===== src/dps_pkg.sv =====
// Purpose: Shared constants and types for the dual input power path sequencer.
// Assumes: 10 MHz core clock, AHB-Lite register access with word-aligned registers.
// Notes:   Register indices are word indices; the byte address is four times the index.
`default_nettype none
package dps_pkg;
  // Clock rate and documented times, in their own units.
  localparam int CLK_HZ     = 10_000_000;
  localparam int T_READY_MS = 20;
  localparam int T_INTERNAL_BIAS_REGULATOR_MS  = 128;
  localparam int READY_CYC  = T_READY_MS * (CLK_HZ / 1000);
  localparam int INTERNAL_BIAS_REGULATOR_CYC   = T_INTERNAL_BIAS_REGULATOR_MS * (CLK_HZ / 1000);
  localparam int TMR_W      = 21;

  // Register indices.
  localparam logic [7:0] IDX_PATH = 8'h13;
  localparam logic [7:0] IDX_CTRL = 8'h20;
  localparam logic [7:0] IDX_STAT = 8'h21;
  localparam logic [7:0] IDX_LIM  = 8'h22;

  // Field positions.
  localparam int PATH_EN1_BIT = 6;
  localparam int PATH_EN2_BIT = 7;
  localparam int CTRL_GDIS    = 0;
  localparam int STAT_PRES1   = 0;
  localparam int STAT_PRES2   = 1;
  localparam int STAT_BUSP    = 2;
  localparam int STAT_INTERNAL_BIAS_REGULATOR    = 3;
  localparam int STAT_CONV    = 4;
  localparam int STAT_OFF     = 5;
  localparam int STAT_STATE   = 8;
  localparam int STAT_PROGRAM_RESISTOR_PIN    = 12;
  localparam int LIM_VLIM     = 0;
  localparam int LIM_ILIM     = 8;
  localparam int LIM_SRC      = 20;

  // Field widths and reset values.
  localparam int VLIM_W = 8;
  localparam int ILIM_W = 9;
  localparam int SRC_W  = 4;
  localparam int PROGRAM_RESISTOR_PIN_W = 3;
  localparam logic [VLIM_W-1:0] VLIM_RST = 8'h00;
  localparam logic [ILIM_W-1:0] ILIM_RST = 9'h000;
  localparam logic [SRC_W-1:0]  SRC_RST  = 4'h0;
  localparam logic              GDIS_RST = 1'b0;

  // Power-up sequence, Gray coded along the normal path.
  typedef enum logic [2:0] {
    ST_DETECT = 3'b000,
    ST_WAITBUS = 3'b001,
    ST_REGDLY = 3'b011,
    ST_QUAL   = 3'b010,
    ST_LIMITS = 3'b110,
    ST_SRCDET = 3'b111,
    ST_RUN    = 3'b101
  } dps_state_type;

  // Asynchronous pin inputs that need synchronising.
  typedef struct packed {
    logic input_one;
    logic input_two;
    logic bus_in;
    logic fault_one;
    logic fault_two;
    logic qual_pass;
    logic srcdet_done;
  } dps_pins_type;

  // Captured AHB address phase.
  typedef struct packed {
    logic       valid;
    logic       write;
    logic [7:0] idx;
  } dps_aphase_type;
endpackage
`default_nettype wire


===== src/dps_sequencer.sv =====
// Purpose: Power-up sequencing and dual input path selection with an AHB-Lite register bank.
// Assumes: Synchronous active-low power-on reset, one 10 MHz clock, analog sense on pins.
// Notes:   Reads take one wait state so a read right after a write sees the new value.
`timescale 1ns/1ps
`default_nettype none
// Operation
// [RQ1] First detect switch presence and program resistor, then load power-on defaults.
// [RQ2] Drive gate of detected switch; with two switches, first present input wins.
// [RQ3] Register access accepted only 20 ms after power arrives.
// [RQ4] Bus presence sets status bit; regulator turns on 128 ms later.
// [RQ5] Qualification test starts only once the regulator is on.
// [RQ6] After qualification load voltage limit, clamp current limit, run source detection.
// [RQ7] Converter starts switching last, after limits and source detection.
// [RQ8] Presence of each external switch is recorded in its own status bit.
// [RQ9] No switches: both presence bits zero, both enables locked zero.
// [RQ10] Only switch one: status one set, enable two locked zero, gate two low.
// [RQ11] Only switch one: input one present sets enable one and gate one.
// [RQ12] Only switch one: host clear of enable one ignored; global disable forces it off.
// [RQ13] Host sets global disable and waits for switch off before using bus input.
// [RQ14] Host removes bus, clears global disable; device re-enables path one.
// [RQ15] Both switches detected: both presence bits set.
// [RQ16] Dual: only first present path enabled; the other stays off.
// [RQ17] Host write setting both enables to 11 is ignored.
// [RQ18] Dual with one valid input: host write 00 rejected; only global disable works.
// [RQ19] Dual with both valid: write 00 or global disable turns both off.
// [RQ20] Dual, both valid: host write 01 to 10 switches path, and back.
// [RQ21] Fault on active path switches automatically to the other valid input.
// [RQ22] Active input lost while other valid: switchover completes without host.
// [RQ23] After switching to two, stay there until two invalid or host writes 01.
// [RQ24] Enable bits read back actual switch state; writes turn switches on or off.
// [RQ25] Protection faults turn the related switch off.
// [RQ26] Simultaneous arrival in dual configuration gives path one priority.
module dps_sequencer #(
  parameter int READY_CYCLES = dps_pkg::READY_CYC,
  parameter int INTERNAL_BIAS_REGULATOR_CYCLES  = dps_pkg::INTERNAL_BIAS_REGULATOR_CYC
) (
  // Clock and reset.
  input  wire logic                      i_clk,
  input  wire logic                      i_reset_n,
  // AHB-Lite slave.
  input  wire logic                      hsel,
  input  wire logic [31:0]               haddr,
  input  wire logic [1:0]                htrans,
  input  wire logic                      hwrite,
  input  wire logic [2:0]                hsize,
  input  wire logic                      hready,
  input  wire logic [31:0]               hwdata,
  output logic                           hreadyout,
  output logic                           hresp,
  output logic [31:0]                    hrdata,
  // Sense pins and detection results.
  input  wire dps_pkg::dps_pins_type     i_pins,
  input  wire logic                      i_switch_one_detected,
  input  wire logic                      i_switch_two_detected,
  input  wire logic [dps_pkg::PROGRAM_RESISTOR_PIN_W-1:0] i_program_resistor_pin,
  input  wire logic [dps_pkg::VLIM_W-1:0] i_adc_vbus_limit,
  input  wire logic [dps_pkg::ILIM_W-1:0] i_adc_limit_pin,
  input  wire logic [dps_pkg::SRC_W-1:0]  i_srcdet_type,
  input  wire logic [dps_pkg::ILIM_W-1:0] i_srcdet_ilim,
  // Drives.
  output logic                           o_path_one_gate_drive,
  output logic                           o_path_two_gate_drive,
  output logic                           o_internal_bias_regulator,
  output logic                           o_qual_start,
  output logic                           o_srcdet_start,
  output logic                           o_converter_enable,
  output logic                           o_bus_ready
);
  import dps_pkg::*;

  localparam int NPIN = $bits(dps_pins_type);

  dps_state_type       state_r;
  logic [NPIN-1:0]     s1_r, s2_r, s3_r, filt_r;
  dps_pins_type        pin;
  logic [TMR_W-1:0]    rdy_cnt_r, tmr_r;
  logic                pres1_r, pres2_r, busp_r, gdis_r, off_r;
  logic                en1_nxt, en2_nxt, off_nxt;
  logic [PROGRAM_RESISTOR_PIN_W-1:0]   program_resistor_pin_r;
  logic [VLIM_W-1:0]   vlim_r;
  logic [ILIM_W-1:0]   ilim_r;
  logic [SRC_W-1:0]    src_r;
  dps_aphase_type      ap_r;
  logic                rd_pend_r;
  logic                v1, v2, wr_path, wr_ctrl;
  logic [1:0]          wpair;

  // Register index match, used by both write and read decoding.
  function automatic logic hit(input dps_aphase_type a, input logic [7:0] idx);
    hit = a.valid && (a.idx == idx);
  endfunction

  // Three-stage synchronisers; a change counts once stages two and three agree.
  genvar g;
  generate
    for (g = 0; g < NPIN; g++) begin : g_sync
      always_ff @(posedge i_clk) begin
        if (!i_reset_n) begin
          s1_r[g]   <= 1'b0;
          s2_r[g]   <= 1'b0;
          s3_r[g]   <= 1'b0;
          filt_r[g] <= 1'b0;
        end else begin
          s1_r[g] <= i_pins[g];
          s2_r[g] <= s1_r[g];
          s3_r[g] <= s2_r[g];
          if (s2_r[g] == s3_r[g]) begin
            filt_r[g] <= s3_r[g];
          end
        end
      end
    end
  endgenerate
  assign pin = dps_pins_type'(filt_r);

  // An input counts as valid while present and free of a protection fault.
  assign v1 = pin.input_one && !pin.fault_one; // RQ25
  assign v2 = pin.input_two && !pin.fault_two; // RQ25

  // Register access window opens a fixed time after power-on reset releases.
  always_ff @(posedge i_clk) begin
    if (!i_reset_n) begin
      rdy_cnt_r   <= '0;
      o_bus_ready <= 1'b0;
    end else if (!o_bus_ready) begin
      if (rdy_cnt_r == TMR_W'(READY_CYCLES - 1)) begin
        o_bus_ready <= 1'b1; // RQ3
      end else begin
        rdy_cnt_r <= rdy_cnt_r + 1'b1;
      end
    end
  end

  // AHB address phase capture; reads get one wait state, writes none.
  always_ff @(posedge i_clk) begin
    if (!i_reset_n) begin
      ap_r      <= '0;
      rd_pend_r <= 1'b0;
      hreadyout <= 1'b1;
      hresp     <= 1'b0;
    end else begin
      hresp <= 1'b0;
      if (rd_pend_r) begin
        rd_pend_r <= 1'b0;
        hreadyout <= 1'b1;
        ap_r      <= '0;
      end else if (hready) begin
        ap_r.valid <= hsel && htrans[1] && (haddr[31:10] == 22'h00_0000);
        ap_r.write <= hwrite;
        ap_r.idx   <= haddr[9:2];
        if (hsel && htrans[1] && !hwrite) begin
          rd_pend_r <= 1'b1;
          hreadyout <= 1'b0;
        end
      end
    end
  end

  // Writes land in the data phase; before the access window they are dropped.
  assign wr_path = hit(ap_r, IDX_PATH) && ap_r.write && o_bus_ready; // RQ3
  assign wr_ctrl = hit(ap_r, IDX_CTRL) && ap_r.write && o_bus_ready; // RQ3
  assign wpair   = {hwdata[PATH_EN2_BIT], hwdata[PATH_EN1_BIT]};

  // Read data, sampled in the wait state so earlier writes are visible.
  always_ff @(posedge i_clk) begin
    if (!i_reset_n) begin
      hrdata <= 32'h0000_0000;
    end else if (rd_pend_r) begin
      hrdata <= 32'h0000_0000;
      if (!o_bus_ready) begin
        hrdata <= 32'h0000_0000; // RQ3
      end else if (hit(ap_r, IDX_PATH)) begin
        hrdata[PATH_EN2_BIT] <= o_path_two_gate_drive; // RQ24
        hrdata[PATH_EN1_BIT] <= o_path_one_gate_drive; // RQ24
      end else if (hit(ap_r, IDX_CTRL)) begin
        hrdata[CTRL_GDIS] <= gdis_r;
      end else if (hit(ap_r, IDX_STAT)) begin
        hrdata[STAT_PRES1] <= pres1_r;
        hrdata[STAT_PRES2] <= pres2_r;
        hrdata[STAT_BUSP]  <= busp_r;
        hrdata[STAT_INTERNAL_BIAS_REGULATOR]  <= o_internal_bias_regulator;
        hrdata[STAT_CONV]  <= o_converter_enable;
        hrdata[STAT_OFF]   <= off_r;
        hrdata[STAT_STATE +: 3]      <= state_r;
        hrdata[STAT_PROGRAM_RESISTOR_PIN +: PROGRAM_RESISTOR_PIN_W]  <= program_resistor_pin_r;
      end else if (hit(ap_r, IDX_LIM)) begin
        hrdata[LIM_VLIM +: VLIM_W] <= vlim_r;
        hrdata[LIM_ILIM +: ILIM_W] <= ilim_r;
        hrdata[LIM_SRC +: SRC_W]   <= src_r;
      end
    end
  end

  // Global path disable control bit.
  always_ff @(posedge i_clk) begin
    if (!i_reset_n) begin
      gdis_r <= GDIS_RST;
    end else if (wr_ctrl) begin
      gdis_r <= hwdata[CTRL_GDIS]; // RQ13
    end
  end

  // Power-up sequence: detect, wait for bus, regulator delay, qualify, limits, source detection, run.
  always_ff @(posedge i_clk) begin
    if (!i_reset_n) begin
      state_r                   <= ST_DETECT;
      tmr_r                     <= '0;
      pres1_r                   <= 1'b0;
      pres2_r                   <= 1'b0;
      program_resistor_pin_r                    <= '0;
      busp_r                    <= 1'b0;
      vlim_r                    <= VLIM_RST;
      ilim_r                    <= ILIM_RST;
      src_r                     <= SRC_RST;
      o_internal_bias_regulator <= 1'b0;
      o_qual_start              <= 1'b0;
      o_srcdet_start            <= 1'b0;
      o_converter_enable        <= 1'b0;
    end else begin
      case (state_r)
        ST_DETECT: begin
          pres1_r <= i_switch_one_detected; // RQ8 RQ15
          pres2_r <= i_switch_two_detected; // RQ8 RQ15
          program_resistor_pin_r  <= i_program_resistor_pin; // RQ1
          state_r <= ST_WAITBUS; // RQ1
        end
        ST_WAITBUS: begin
          if (pin.bus_in) begin
            busp_r  <= 1'b1; // RQ4
            tmr_r   <= '0;
            state_r <= ST_REGDLY;
          end
        end
        ST_REGDLY: begin
          if (tmr_r == TMR_W'(INTERNAL_BIAS_REGULATOR_CYCLES - 1)) begin
            o_internal_bias_regulator <= 1'b1; // RQ4
            o_qual_start              <= 1'b1; // RQ5
            state_r                   <= ST_QUAL;
          end else begin
            tmr_r <= tmr_r + 1'b1;
          end
        end
        ST_QUAL: begin
          if (pin.qual_pass) begin
            o_qual_start <= 1'b0;
            state_r      <= ST_LIMITS;
          end
        end
        ST_LIMITS: begin
          vlim_r         <= i_adc_vbus_limit; // RQ6
          ilim_r         <= i_adc_limit_pin; // RQ6
          o_srcdet_start <= 1'b1; // RQ6
          state_r        <= ST_SRCDET;
        end
        ST_SRCDET: begin
          if (pin.srcdet_done) begin
            src_r <= i_srcdet_type; // RQ6
            // The detected limit never exceeds the limit-pin clamp.
            ilim_r <= (i_srcdet_ilim < ilim_r) ? i_srcdet_ilim : ilim_r; // RQ6
            o_srcdet_start     <= 1'b0;
            o_converter_enable <= 1'b1; // RQ7
            state_r            <= ST_RUN;
          end
        end
        ST_RUN: begin
          state_r <= ST_RUN;
        end
        default: begin
          state_r <= ST_DETECT;
        end
      endcase
    end
  end

  // Path selection. Host writes first, then faults, automatic choice, global disable and locks.
  always_comb begin
    en1_nxt = o_path_one_gate_drive;
    en2_nxt = o_path_two_gate_drive;
    off_nxt = off_r;
    if (wr_path && pres1_r && pres2_r && (wpair != 2'b11)) begin // RQ17
      if (wpair == 2'b00) begin
        if (v1 && v2) begin // RQ18
          en1_nxt = 1'b0; // RQ19
          en2_nxt = 1'b0; // RQ19
          off_nxt = 1'b1;
        end
      end else if (wpair == 2'b01 && v1) begin
        en1_nxt = 1'b1; // RQ20
        en2_nxt = 1'b0; // RQ20
        off_nxt = 1'b0;
      end else if (wpair == 2'b10 && v2) begin
        en1_nxt = 1'b0; // RQ20
        en2_nxt = 1'b1; // RQ20
        off_nxt = 1'b0;
      end
    end
    // Writes in the single-switch case are ignored; the path follows its input.
    // A host off request only holds while both inputs stay valid.
    if (!(v1 && v2)) begin
      off_nxt = 1'b0; // RQ18
    end
    // Faults or loss drop the active path and hand over to the other one if it is valid.
    if (en1_nxt && !v1) begin
      en1_nxt = 1'b0; // RQ25
      en2_nxt = v2; // RQ21 RQ22
    end
    if (en2_nxt && !v2) begin
      en2_nxt = 1'b0; // RQ25
      en1_nxt = v1; // RQ21 RQ22 RQ23
    end
    // With nothing on and no host off request, connect the first valid input; path one wins a tie.
    if (!en1_nxt && !en2_nxt && !off_nxt) begin
      if (v1) begin
        en1_nxt = 1'b1; // RQ2 RQ11 RQ14 RQ16 RQ26
      end else if (v2) begin
        en2_nxt = 1'b1; // RQ2 RQ16
      end
    end
    if (gdis_r) begin
      en1_nxt = 1'b0; // RQ12 RQ18 RQ19
      en2_nxt = 1'b0; // RQ12 RQ19
    end
    if (!pres1_r) begin
      en1_nxt = 1'b0; // RQ9
    end
    if (!pres2_r) begin
      en2_nxt = 1'b0; // RQ9 RQ10
    end
    if (state_r == ST_DETECT) begin
      en1_nxt = 1'b0; // RQ1
      en2_nxt = 1'b0;
    end
  end

  // Gate drives are the enable bits themselves, so reads show true switch state.
  always_ff @(posedge i_clk) begin
    if (!i_reset_n) begin
      o_path_one_gate_drive <= 1'b0;
      o_path_two_gate_drive <= 1'b0;
      off_r                 <= 1'b0;
    end else begin
      o_path_one_gate_drive <= en1_nxt; // RQ24
      o_path_two_gate_drive <= en2_nxt; // RQ24
      off_r                 <= off_nxt;
    end
  end
endmodule
`default_nettype wire


===== config.mk =====
export PLATFORM = sky130hd
export DESIGN_NAME = dps_sequencer
export DESIGN_NICKNAME = d
export VERILOG_FILES = /design/src/dps_pkg.sv /design/src/dps_sequencer.sv
export SDC_FILE = /design/constraint.sdc
export NUM_CORES = 1
export LEC_CHECK = 0
export BUFFER_PORTS_ARGS = -buffer_cell sky130_fd_sc_hd__buf_2
export CAP_MARGIN = 20
export CORE_ASPECT_RATIO = 0.75
export CORE_MARGIN = 3
export CORE_UTILIZATION = 35
export DETAILED_ROUTE_END_ITERATION = 8
export GPL_ROUTABILITY_DRIVEN = 0
export PLACE_DENSITY_LB_ADDON = 0.2
export SLEW_MARGIN = 25
export SYNTH_ARGS = -nofsm -noshare
export SYNTH_HDL_FRONTEND = slang
export SYNTH_SLANG_ARGS = --single-unit

===== constraint.sdc =====
create_clock -name i_clk -period 2.5 [get_ports i_clk]
set_input_delay 0.75 -clock i_clk [delete_from_list [all_inputs] [get_ports i_clk]]
set_output_delay 0.75 -clock i_clk [all_outputs]
set_load 0.02 [all_outputs]

==> flow_metrics.tcl, run 1 <==
set metrics [dict create \
    fin_crit_sh 0.832 \
    synthCells 728 \
    post_drt_wl_per_cell_um 14.7 \
    antenna_found_initial 0 \
    dieWidth_um 163 \
    nNetsFinal 972 \
    start_util 0.362 \
    ant_nets 0 \
    numCtsBuffers 17 \
    cp_max_fo 26 \
    hold_buffers 0 \
    die_area_um2 20200 \
    dp_hpwl_mm 11.9 \
    yosysTopAreaCellShare 0.440 \
    ir_worst_vdd_mv 0.359 \
    synth_edf_count 0 \
    finalCoreUtilization 0.446 \
    clk_pin_slew_ps 60 \
    crit_path_end_kind "flop" \
    cts_buffer_depth 2 \
    synth_cell_types 58 \
    postCtsResizedCells 0 \
    met2_usage 0.220 \
    cts_tree "done" \
    gr-usage-met1 0.262 \
    top_usage_layer "met1" \
    netlist_area_um2 6470 \
    gr-usage-all-layers 0.167 \
    p_int_mw 4.17 \
    post_cts_buffers 0 \
    post_drt_via_cell_ratio 4.99 \
    seqPwrFrac 0.439 \
    critPathKind "reg -> reg" \
    startpoint_type "flop" \
    required_ps 2850 \
    io-pin-count 157 \
    p_leak_nw 3.01 \
    rsz0062_at_grt "false" \
    max_slew_margin 0.471 \
    drt_iter0_markers 350 \
    cts_htree_levels 4 \
    drive_above_1_share 0.211 \
    hp-class "reg -> reg" \
    ys_ff_latch 142 \
    yosys.area.top_type "dfxtp_1" \
    gr-usage-met3 0.0396 \
    avgSynthCellArea_um2 8.88 \
    port_buffers 109 \
    power.density_nw_per_um2 664 \
    grt_pass1_vias 4918 \
    clock_sinks 142 \
    drv_slew 0 \
    tns_ps 0 \
    core_um2 17900 \
    clkLatencyLatePin_ps 420 \
    combPwrFrac 0.052 \
    num_vias 5490 \
    status "finished, final reports clean" \
    die_h_um 124 \
    power_switching_mw 1.13 \
    drt_wl_total_mm 16.2 \
    ys_seq_area_frac 0.440 \
    p_clk_frac 0.509 \
    cap_viol_max_count 0 \
    ys_async_sr_fraction 0 \
    fmax_mhz 481 \
    worst_ep_arrival_time_ps 2430 \
    rows 42 \
    area_growth_pct 23.4 \
    post-route-min-period_ps 2080 \
    grt_pass1_wl_mm 26.4 \
    overflow 0 \
    ys.warnings.count 0 \
    synth.area.top_cells "dfxtp_1 44%, mux2i_1 5.6%, nand2_1 5.0%, a21boi_0 3.8%, nand2b_1 3.4%" \
    worst_slew_pin_slew_ps 793 \
    drt-pass1-iter-count 5 \
    finClkSkew_ps 6.75 \
    finalSetupViolCount 0 \
    drc 0 \
    synth_ff_type "dfxtp_1" \
    antennaDiodeCount 0 \
    grt_max_degree 65 \
    root_buffer "clkbuf_16" \
    sw_frac_of_total 0.214 \
    finalHoldViolations 0 \
]
-- final timing paths --
kind | startpoint | to | slack [ps] | cells after the start
max | rdy_cnt_r[0] | rdy_cnt_r[11] | 420 | 6
min | s1_r[4] | s2_r[4] | 430 | 1
max reg2reg | rdy_cnt_r[0] | rdy_cnt_r[11] | 420 | 6
min reg2reg | s1_r[4] | s2_r[4] | 430 | 1
-- cell type report --
cell class	count	area (µm²)
clock buffer	20	467
clock inverter	11	164
fill	1783	9890
inverter	16	60.1
multi-input combinational	534	3370
sequential	142	2840
tap	242	303
timing repair buffer	135	768
-- power by group through the flow --
stage	clock (mW)	combinational, mW	sequential (mW)
after floorplan	0	0.179	2.36
after global placement	0	0.277	2.37
after detailed placement	0	0.279	2.37
after CTS	2.76	0.280	2.32
after global routing	2.87	0.312	2.33
final	2.70	0.278	2.32
-- cell usage in the layout, fill, tap and decap left out, types with 12 or more instances in the layout --
cell / n
a21boi_0: 33
a21oi_1: 26
a22oi_1: 13
and2_1: 27
buf_2: 108
buf_4: 25
clkbuf_16: 17
conb_1: 12
dfxtp_1: 142
inv_1: 16
mux2i_1: 36
nand2_1: 87
nand2b_1: 35
nand3_1: 20
nand4_1: 20
nor2_1: 31
nor2b_1: 12
nor4_1: 16
o211ai_1: 13
o21ai_0: 32
or3_1: 13
-- state kept, by name, summed over array words and instances (netlist names), 3 cells and up, named ones only --
name                    flops
vlim_r                      8
filt_r                      7
program_resistor_pin_r      3
s2_r                        7
hrdata                     21
src_r                       4
tmr_r                      21
s3_r                        7
s1_r                        7
ilim_r                      9
ap_r                       10
rdy_cnt_r                  21
-- cells in the mapped netlist, drive strengths merged (17+ instances only) --
master,instances
a21boi,35
nand3,20
nand2b,35
nand2,87
mux2i,36
clkbuf,24
o21ai,33
and2,27
buf,23
nor2,31
a21oi,26
dfxtp,142
nand4,20
nor4,17
-- metrics by stage --
| step | worst slack, ps | power [mW] | hold slack [ps] | cells | instance area (µm²) |
|---|---|---|---|---|---|
| after floorplan | 388 | 2.54 | 412 | 739 | 6510 |
| after global placement | 198 | 2.65 | 414 | 1069 | 7350 |
| after detailed placement | 158 | 2.65 | 417 | 1069 | 7350 |
| after CTS | 420 | 5.36 | 431 | 1100 | 7980 |
| after global routing | 255 | 5.51 | 441 | 1100 | 7980 |
| final | 419 | 5.30 | 430 | 1100 | 7980 |
-- per-layer routing --
metal	vias up	share of wire	wire, µm
li1	2846	-	-
met1	2504	0.55	8970
met2	124	0.38	6220
met3	16	0.047	766
met4	0	0.014	219
met5	-	0	0
-- critical path, cell delays in order, from the launching register on --
cell      delay (ps)
dfxtp_1          340
ha_1             220
nand4_1          140
nor2_1            80
a21o_1           460
or4_1            600
a21boi_0         170
-- cells by family after synthesis --
group / count (synthesis) / synth area share
xor gates and xnor gates: 4 / 0.00542
DFF: 142 / 0.440
buffers and inverters: 63 / 0.0453
adders and majority gates: 10 / 0.0193
and+or+nand+nor: 310 / 0.264
muxes: 36 / 0.0557
AOI/OAI and AO/OA: 162 / 0.170
other: 1 / 0.000580
Note: power is estimated with default switching activity, not from simulation.
==> run 2: changes to the inputs <==
--- a/config.mk
+++ b/config.mk
@@ -5,6 +5,7 @@
 export SDC_FILE = /design/constraint.sdc
 export NUM_CORES = 1
 export LEC_CHECK = 0
+export ABC_AREA = 1
 export BUFFER_PORTS_ARGS = -buffer_cell sky130_fd_sc_hd__buf_2
 export CAP_MARGIN = 20
 export CORE_ASPECT_RATIO = 0.75
==> constraint.sdc (replaced) <==
create_clock -name i_clk -period 1.9 [get_ports i_clk]
set_input_delay 0.57 -clock i_clk [delete_from_list [all_inputs] [get_ports i_clk]]
set_output_delay 0.57 -clock i_clk [all_outputs]
set_load 0.02 [all_outputs]
==> run 2 against run 1 <==
  * Critical path depth down 4
  * Wire length rose by 13%
  * Worst setup slack got worse by 330 ps
  * Hold slack worse by 110 ps
  * Combinational power rose to 3.9 times the previous value
  * Largest power group unchanged
  * Highest routed layer unchanged
==> flow_metrics.tcl, run 2 <==
set metrics [dict create \
    status "finished, final reports clean" \
    yosys.area_share.simple 0.331 \
    hp-class "in -> reg" \
    ys.warnings.count 0 \
    synth_commonest_cells "266 x nand2_1, 142 x dfxtp_1, 120 x nor2_1, 117 x inv_1, 81 x a21oi_1" \
    overflow 0 \
    place_ws_ps -66.1 \
    synthCells 1025 \
    critPathLaunch "o_bus_ready" \
    post-route-min-period_ps 1810 \
    gr-usage-all-layers 0.168 \
    place_inst 1389 \
    synth_cell_types 49 \
    dpl_cell_area_um2 7980 \
    grt_pass1_vias 5974 \
    post_drt_wl_per_cell_um 12.8 \
    antenna_found_initial 0 \
    synth_top_family_by_area "simple AND/OR/NAND/NOR gates" \
    yosysMostFrequentCell "nand2_1" \
    fin_crit_sh 0.952 \
    start_util 0.362 \
    netlist_area_um2 7090 \
    drt-pass1-iter-count 7 \
    antennaDiodeCount 0 \
    yosys.area.top_type "dfxtp_1" \
    synth_ff_type "dfxtp_1" \
    synth.area.mux_share 0.0127 \
    seq_area_um2 2840 \
    rsz0062_at_grt "true" \
    dp_hpwl_mm 13.8 \
    nNetsFinal 1282 \
    drv_slew 0 \
    cts_buffer_depth 2 \
    worstRegToRegCells 8 \
    power.density_nw_per_um2 889 \
    fmax_mhz 553 \
    synth_compound_area_frac 0.115 \
    drt_iter0_markers 461 \
    synth.area.top_cells "dfxtp_1 40%, nand2_1 14%, nor2_1 6.4%, inv_1 6.2%, a21oi_1 5.7%" \
    drc 0 \
    finalCoreUtilization 0.438 \
    die_h_um 129 \
    io-pin-count 157 \
    required_ps 1330 \
    most-common-layout-cells "266 x nand2_1, 142 x dfxtp_1, 119 x nor2_1, 117 x inv_1, 109 x buf_2" \
    cts_htree_levels 4 \
    cp-endpoint "o_bus_ready" \
    drive_above_1_share 0.176 \
    ir_worst_vdd_mv 0.518 \
    multiInputGateArea_um2 3590 \
    grt_pass1_wl_mm 29.7 \
    area_growth_pct 21.0 \
    finalPower_mw 7.62 \
    fill_cells 2061 \
    numCtsBuffers 17 \
    clk_pin_slew_ps 60 \
    rows 44 \
    ys_seq_area_frac 0.401 \
    yosysTopAreaCellShare 0.401 \
    cts_tree "done" \
    timing.rr.end "hrdata[20]" \
    num_vias 6693 \
    tns_ps 0 \
    die_area_um2 22000 \
    grt_max_degree 37 \
    p_leak_nw 3.67 \
    critPathKind "reg -> out" \
    port_buffers 109 \
    finalSetupViolCount 0 \
    drt_wl_total_mm 18.2 \
    finalHoldViolations 0 \
    post_drt_via_cell_ratio 4.71 \
    regToRegStartpoint "ap_r[4]" \
    ant_nets 0 \
    final_common_cell "nand2_1" \
    avgSynthCellArea_um2 6.92 \
    clkLatencyLatePin_ps 430 \
    fin_ws_ps 91.9 \
    synthXorXnorAreaFrac 0.0235 \
    dieWidth_um 170 \
    root_buffer "clkbuf_16" \
    finClkSkew_ps 9.34 \
    startpoint_type "flop" \
    holdWs_ps 325 \
    synth_edf_count 0 \
    crit_path_end_kind "output port" \
    synthAdderAreaFrac 0.0176 \
    core_um2 19600 \
    ys_ff_latch 142 \
    clock_sinks 142 \
    min_delay_path_depth 3 \
    cap_viol_max_count 0 \
    largestRegisters "hrdata (21), rdy_cnt_r (21), tmr_r (21)" \
    instances_no_fill 1422 \
    ys_async_sr_fraction 0 \
    design_area_um2 8580 \
    worst_ep_arrival_time_ps 1240 \
    cp_max_fo 9 \
    reg2reg_slack_ps 190 \
    hold_buffers 0 \
]
-- run 2: worst max-delay path, stage by stage (launching register included) --
cell	delay [ps]
dfxtp_1	410
buf_4	220
buf_2	190
-- run 2: power breakdown --
part	internal, mW	switching, mW
clock network	1.95	1.37
registers	3.14	0.0851
logic	0.353	0.733
total	5.44	2.19
-- run 2: logic make-up after synthesis --
group | after synthesis
compound gates | 155
flops | 142
buf+inv | 163
other cells | 1
mux | 9
simple gates | 526
xor+xnor | 19
fa+ha+maj | 10
-- run 2: how the worst min path moves through the flow --
stage,start,endpoint,slack (ps)
4_1_cts,i_pins[6],s1_r[6],310
2_1_floorplan,s1_r[0],s2_r[0],390
5_1_grt,i_pins[5],s1_r[5],330
6_report,i_pins[3],s1_r[3],320
3_5_place_dp,s1_r[6],s2_r[6],400
3_3_place_gp,s1_r[3],s2_r[3],400
-- run 2: cell type report --
type / count / area share
clock buffers: 17 / 0.0496
clock inverters: 15 / 0.0188
inverters: 126 / 0.0558
multi-input cells: 731 / 0.419
flip-flops and latches: 142 / 0.331
well taps: 253 / 0.0369
repair buffers: 138 / 0.0889
-- run 2: metal layers --
metal	vias up	GRT usage	part of all wire
li1	3547	-	-
met1	2940	0.259	0.55
met2	198	0.228	0.38
met3	8	0.0451	0.069
met4	0	0.0396	0.0054
met5	-	0	0
-- run 2: repair_timing --
action                                  CTS  global route
setup buffers                             0             1
endpoints found under the setup margin    0            10
resized for setup                         0             1
==> run 3: changes to the inputs <==
--- a/config.mk
+++ b/config.mk
@@ -7,10 +7,12 @@
 export LEC_CHECK = 0
 export ABC_AREA = 1
 export BUFFER_PORTS_ARGS = -buffer_cell sky130_fd_sc_hd__buf_2
-export CAP_MARGIN = 20
+export CAP_MARGIN = 25
+export CELL_PAD_IN_SITES_DETAIL_PLACEMENT = 1
+export CELL_PAD_IN_SITES_GLOBAL_PLACEMENT = 2
 export CORE_ASPECT_RATIO = 0.75
 export CORE_MARGIN = 3
-export CORE_UTILIZATION = 35
+export CORE_UTILIZATION = 27
 export DETAILED_ROUTE_END_ITERATION = 8
 export GPL_ROUTABILITY_DRIVEN = 0
 export PLACE_DENSITY_LB_ADDON = 0.2
==> run 3 against run 2 <==
  * Wire length up 21%
  * Core utilization fell by 9.1 points
  * Sequential power about the same
  * Worst setup slack improved by 52 ps
  * Largest power group unchanged
==> flow_metrics.tcl, run 3 (same netlist as run 2, synthesis figures left out) <==
set metrics [dict create \
    start_util 0.279 \
    post_drt_wl_per_cell_um 14.6 \
    cts_tree "done" \
    timing.rr.end "tmr_r[1]" \
    finClkSkew_ps 12.0 \
    rsz0062_at_grt "true" \
    finalHoldViolations 0 \
    drc 0 \
    die_area_um2 28300 \
    clk_pin_slew_ps 60 \
    io-pin-count 157 \
    seqPwrFrac 0.405 \
    numCtsBuffers 17 \
    root_buffer "clkbuf_16" \
    startpoint_type "flop" \
    overflow 0 \
    antennaDiodeCount 0 \
    crit_path_end_kind "output port" \
    fmax_mhz 569 \
    status "finished, final reports clean" \
    num_vias 6870 \
    cap_viol_max_count 0 \
    core_um2 25400 \
    p_clk_frac 0.450 \
    gr-usage-all-layers 0.160 \
    rows 50 \
    fin_ws_ps 144 \
    most-common-layout-cells "266 x nand2_1, 141 x dfxtp_1, 119 x nor2_1, 117 x inv_1, 109 x buf_2" \
    dieWidth_um 193 \
    power.density_nw_per_um2 904 \
    cp-endpoint "o_bus_ready" \
    p_int_mw 5.69 \
    ir_worst_vdd_mv 0.676 \
    p_leak_nw 3.74 \
    finalSetupViolCount 0 \
    cp_max_fo 9 \
    place_ws_ps -101 \
    fin_crit_sh 0.924 \
    final_common_cell "nand2_1" \
    fill_cells 3238 \
    drt_iter0_markers 294 \
    drt-pass1-iter-count 4 \
    power_switching_mw 2.28 \
    ant_nets 0 \
    reg2reg_slack_ps 170 \
    clkLatencyLatePin_ps 430 \
    hold_buffers 0 \
    required_ps 1330 \
    cts_htree_levels 4 \
    regToRegStartpoint "tmr_r[0]" \
    dp_hpwl_mm 16.7 \
    grt_max_degree 37 \
    clock_sinks 142 \
    critPathLaunch "o_bus_ready" \
    grt_pass1_vias 6772 \
    worstRegToRegCells 9 \
    worst_ep_arrival_time_ps 1190 \
    drive_above_1_share 0.184 \
    port_buffers 109 \
    post_drt_via_cell_ratio 4.53 \
    nNetsFinal 1290 \
    sw_frac_of_total 0.286 \
    drt_wl_total_mm 22.1 \
    critPathKind "reg -> out" \
    largestRegisters "hrdata (21), rdy_cnt_r (21), tmr_r (21)" \
    post-route-min-period_ps 1760 \
    hp-class "in -> reg" \
    drv_slew 0 \
    die_h_um 146 \
    cts_buffer_depth 2 \
    combPwrFrac 0.144 \
    finalCoreUtilization 0.347 \
    antenna_found_initial 0 \
    area_growth_pct 24.4 \
    grt_pass1_wl_mm 36.0 \
]
## run 3: worst min-delay path by stage
stage	endpoint	depth (start not counted)	startpoint
after floorplan	s2_r[0]	2	s1_r[0]
after global placement	s2_r[3]	2	s1_r[3]
after detailed placement	s2_r[5]	2	s1_r[5]
after CTS	s1_r[6]	3	i_pins[6]
after global routing	s1_r[6]	3	i_pins[6]
final	s1_r[6]	3	i_pins[6]
## run 3: cell type report
| class | instances | area (µm²) | area share |
|---|---|---|---|
| tap | 338 | 423 | 0.0480 |
| clock buffer | 17 | 425 | 0.0482 |
| inverter | 126 | 479 | 0.0543 |
| multi-input combinational | 731 | 3620 | 0.410 |
| clock inverter | 15 | 193 | 0.0219 |
| sequential | 142 | 2840 | 0.323 |
| timing repair buffer | 146 | 836 | 0.0948 |
## run 3: critical path, stage by stage (launching register included)
cell and delay [ps]:
dfxtp_2 370, buf_4 200, buf_2 190
## run 3: metal layers
layer,part of all wire,vias up,track usage
met3,0.045,11,0.0370
met4,0.0076,0,0.0365
met2,0.40,110,0.225
met5,0,-,0
li1,-,3557,-
met1,0.55,3192,0.244
## run 3: power by group through the flow
stage               logic [mW]  clock network [mW]  registers (mW)
global route              1.31                3.82            3.25
global placement          1.14                   0            3.29
floorplan                0.774                   0            3.28
finish                    1.15                3.59            3.23
CTS                       1.15                3.69            3.23
detailed placement        1.15                   0            3.30
## run 3: through the flow
stage	area (µm²)	instances	total power [mW]	TNS [ps]	hold slack [ps]
finish	8820	1515	7.97	0	318
global placement	8160	1481	4.43	-612	397
floorplan	7130	1036	4.05	0	390
global route	8820	1515	8.39	-251	309
detailed placement	8160	1481	4.44	-727	403
CTS	8770	1513	8.08	0	290
## run 3: repair_timing
item / 4_1_cts / 5_1_grt
resized for setup: 0 / 6
setup buffers: 0 / 2
setup endpoints to repair: 0 / 20
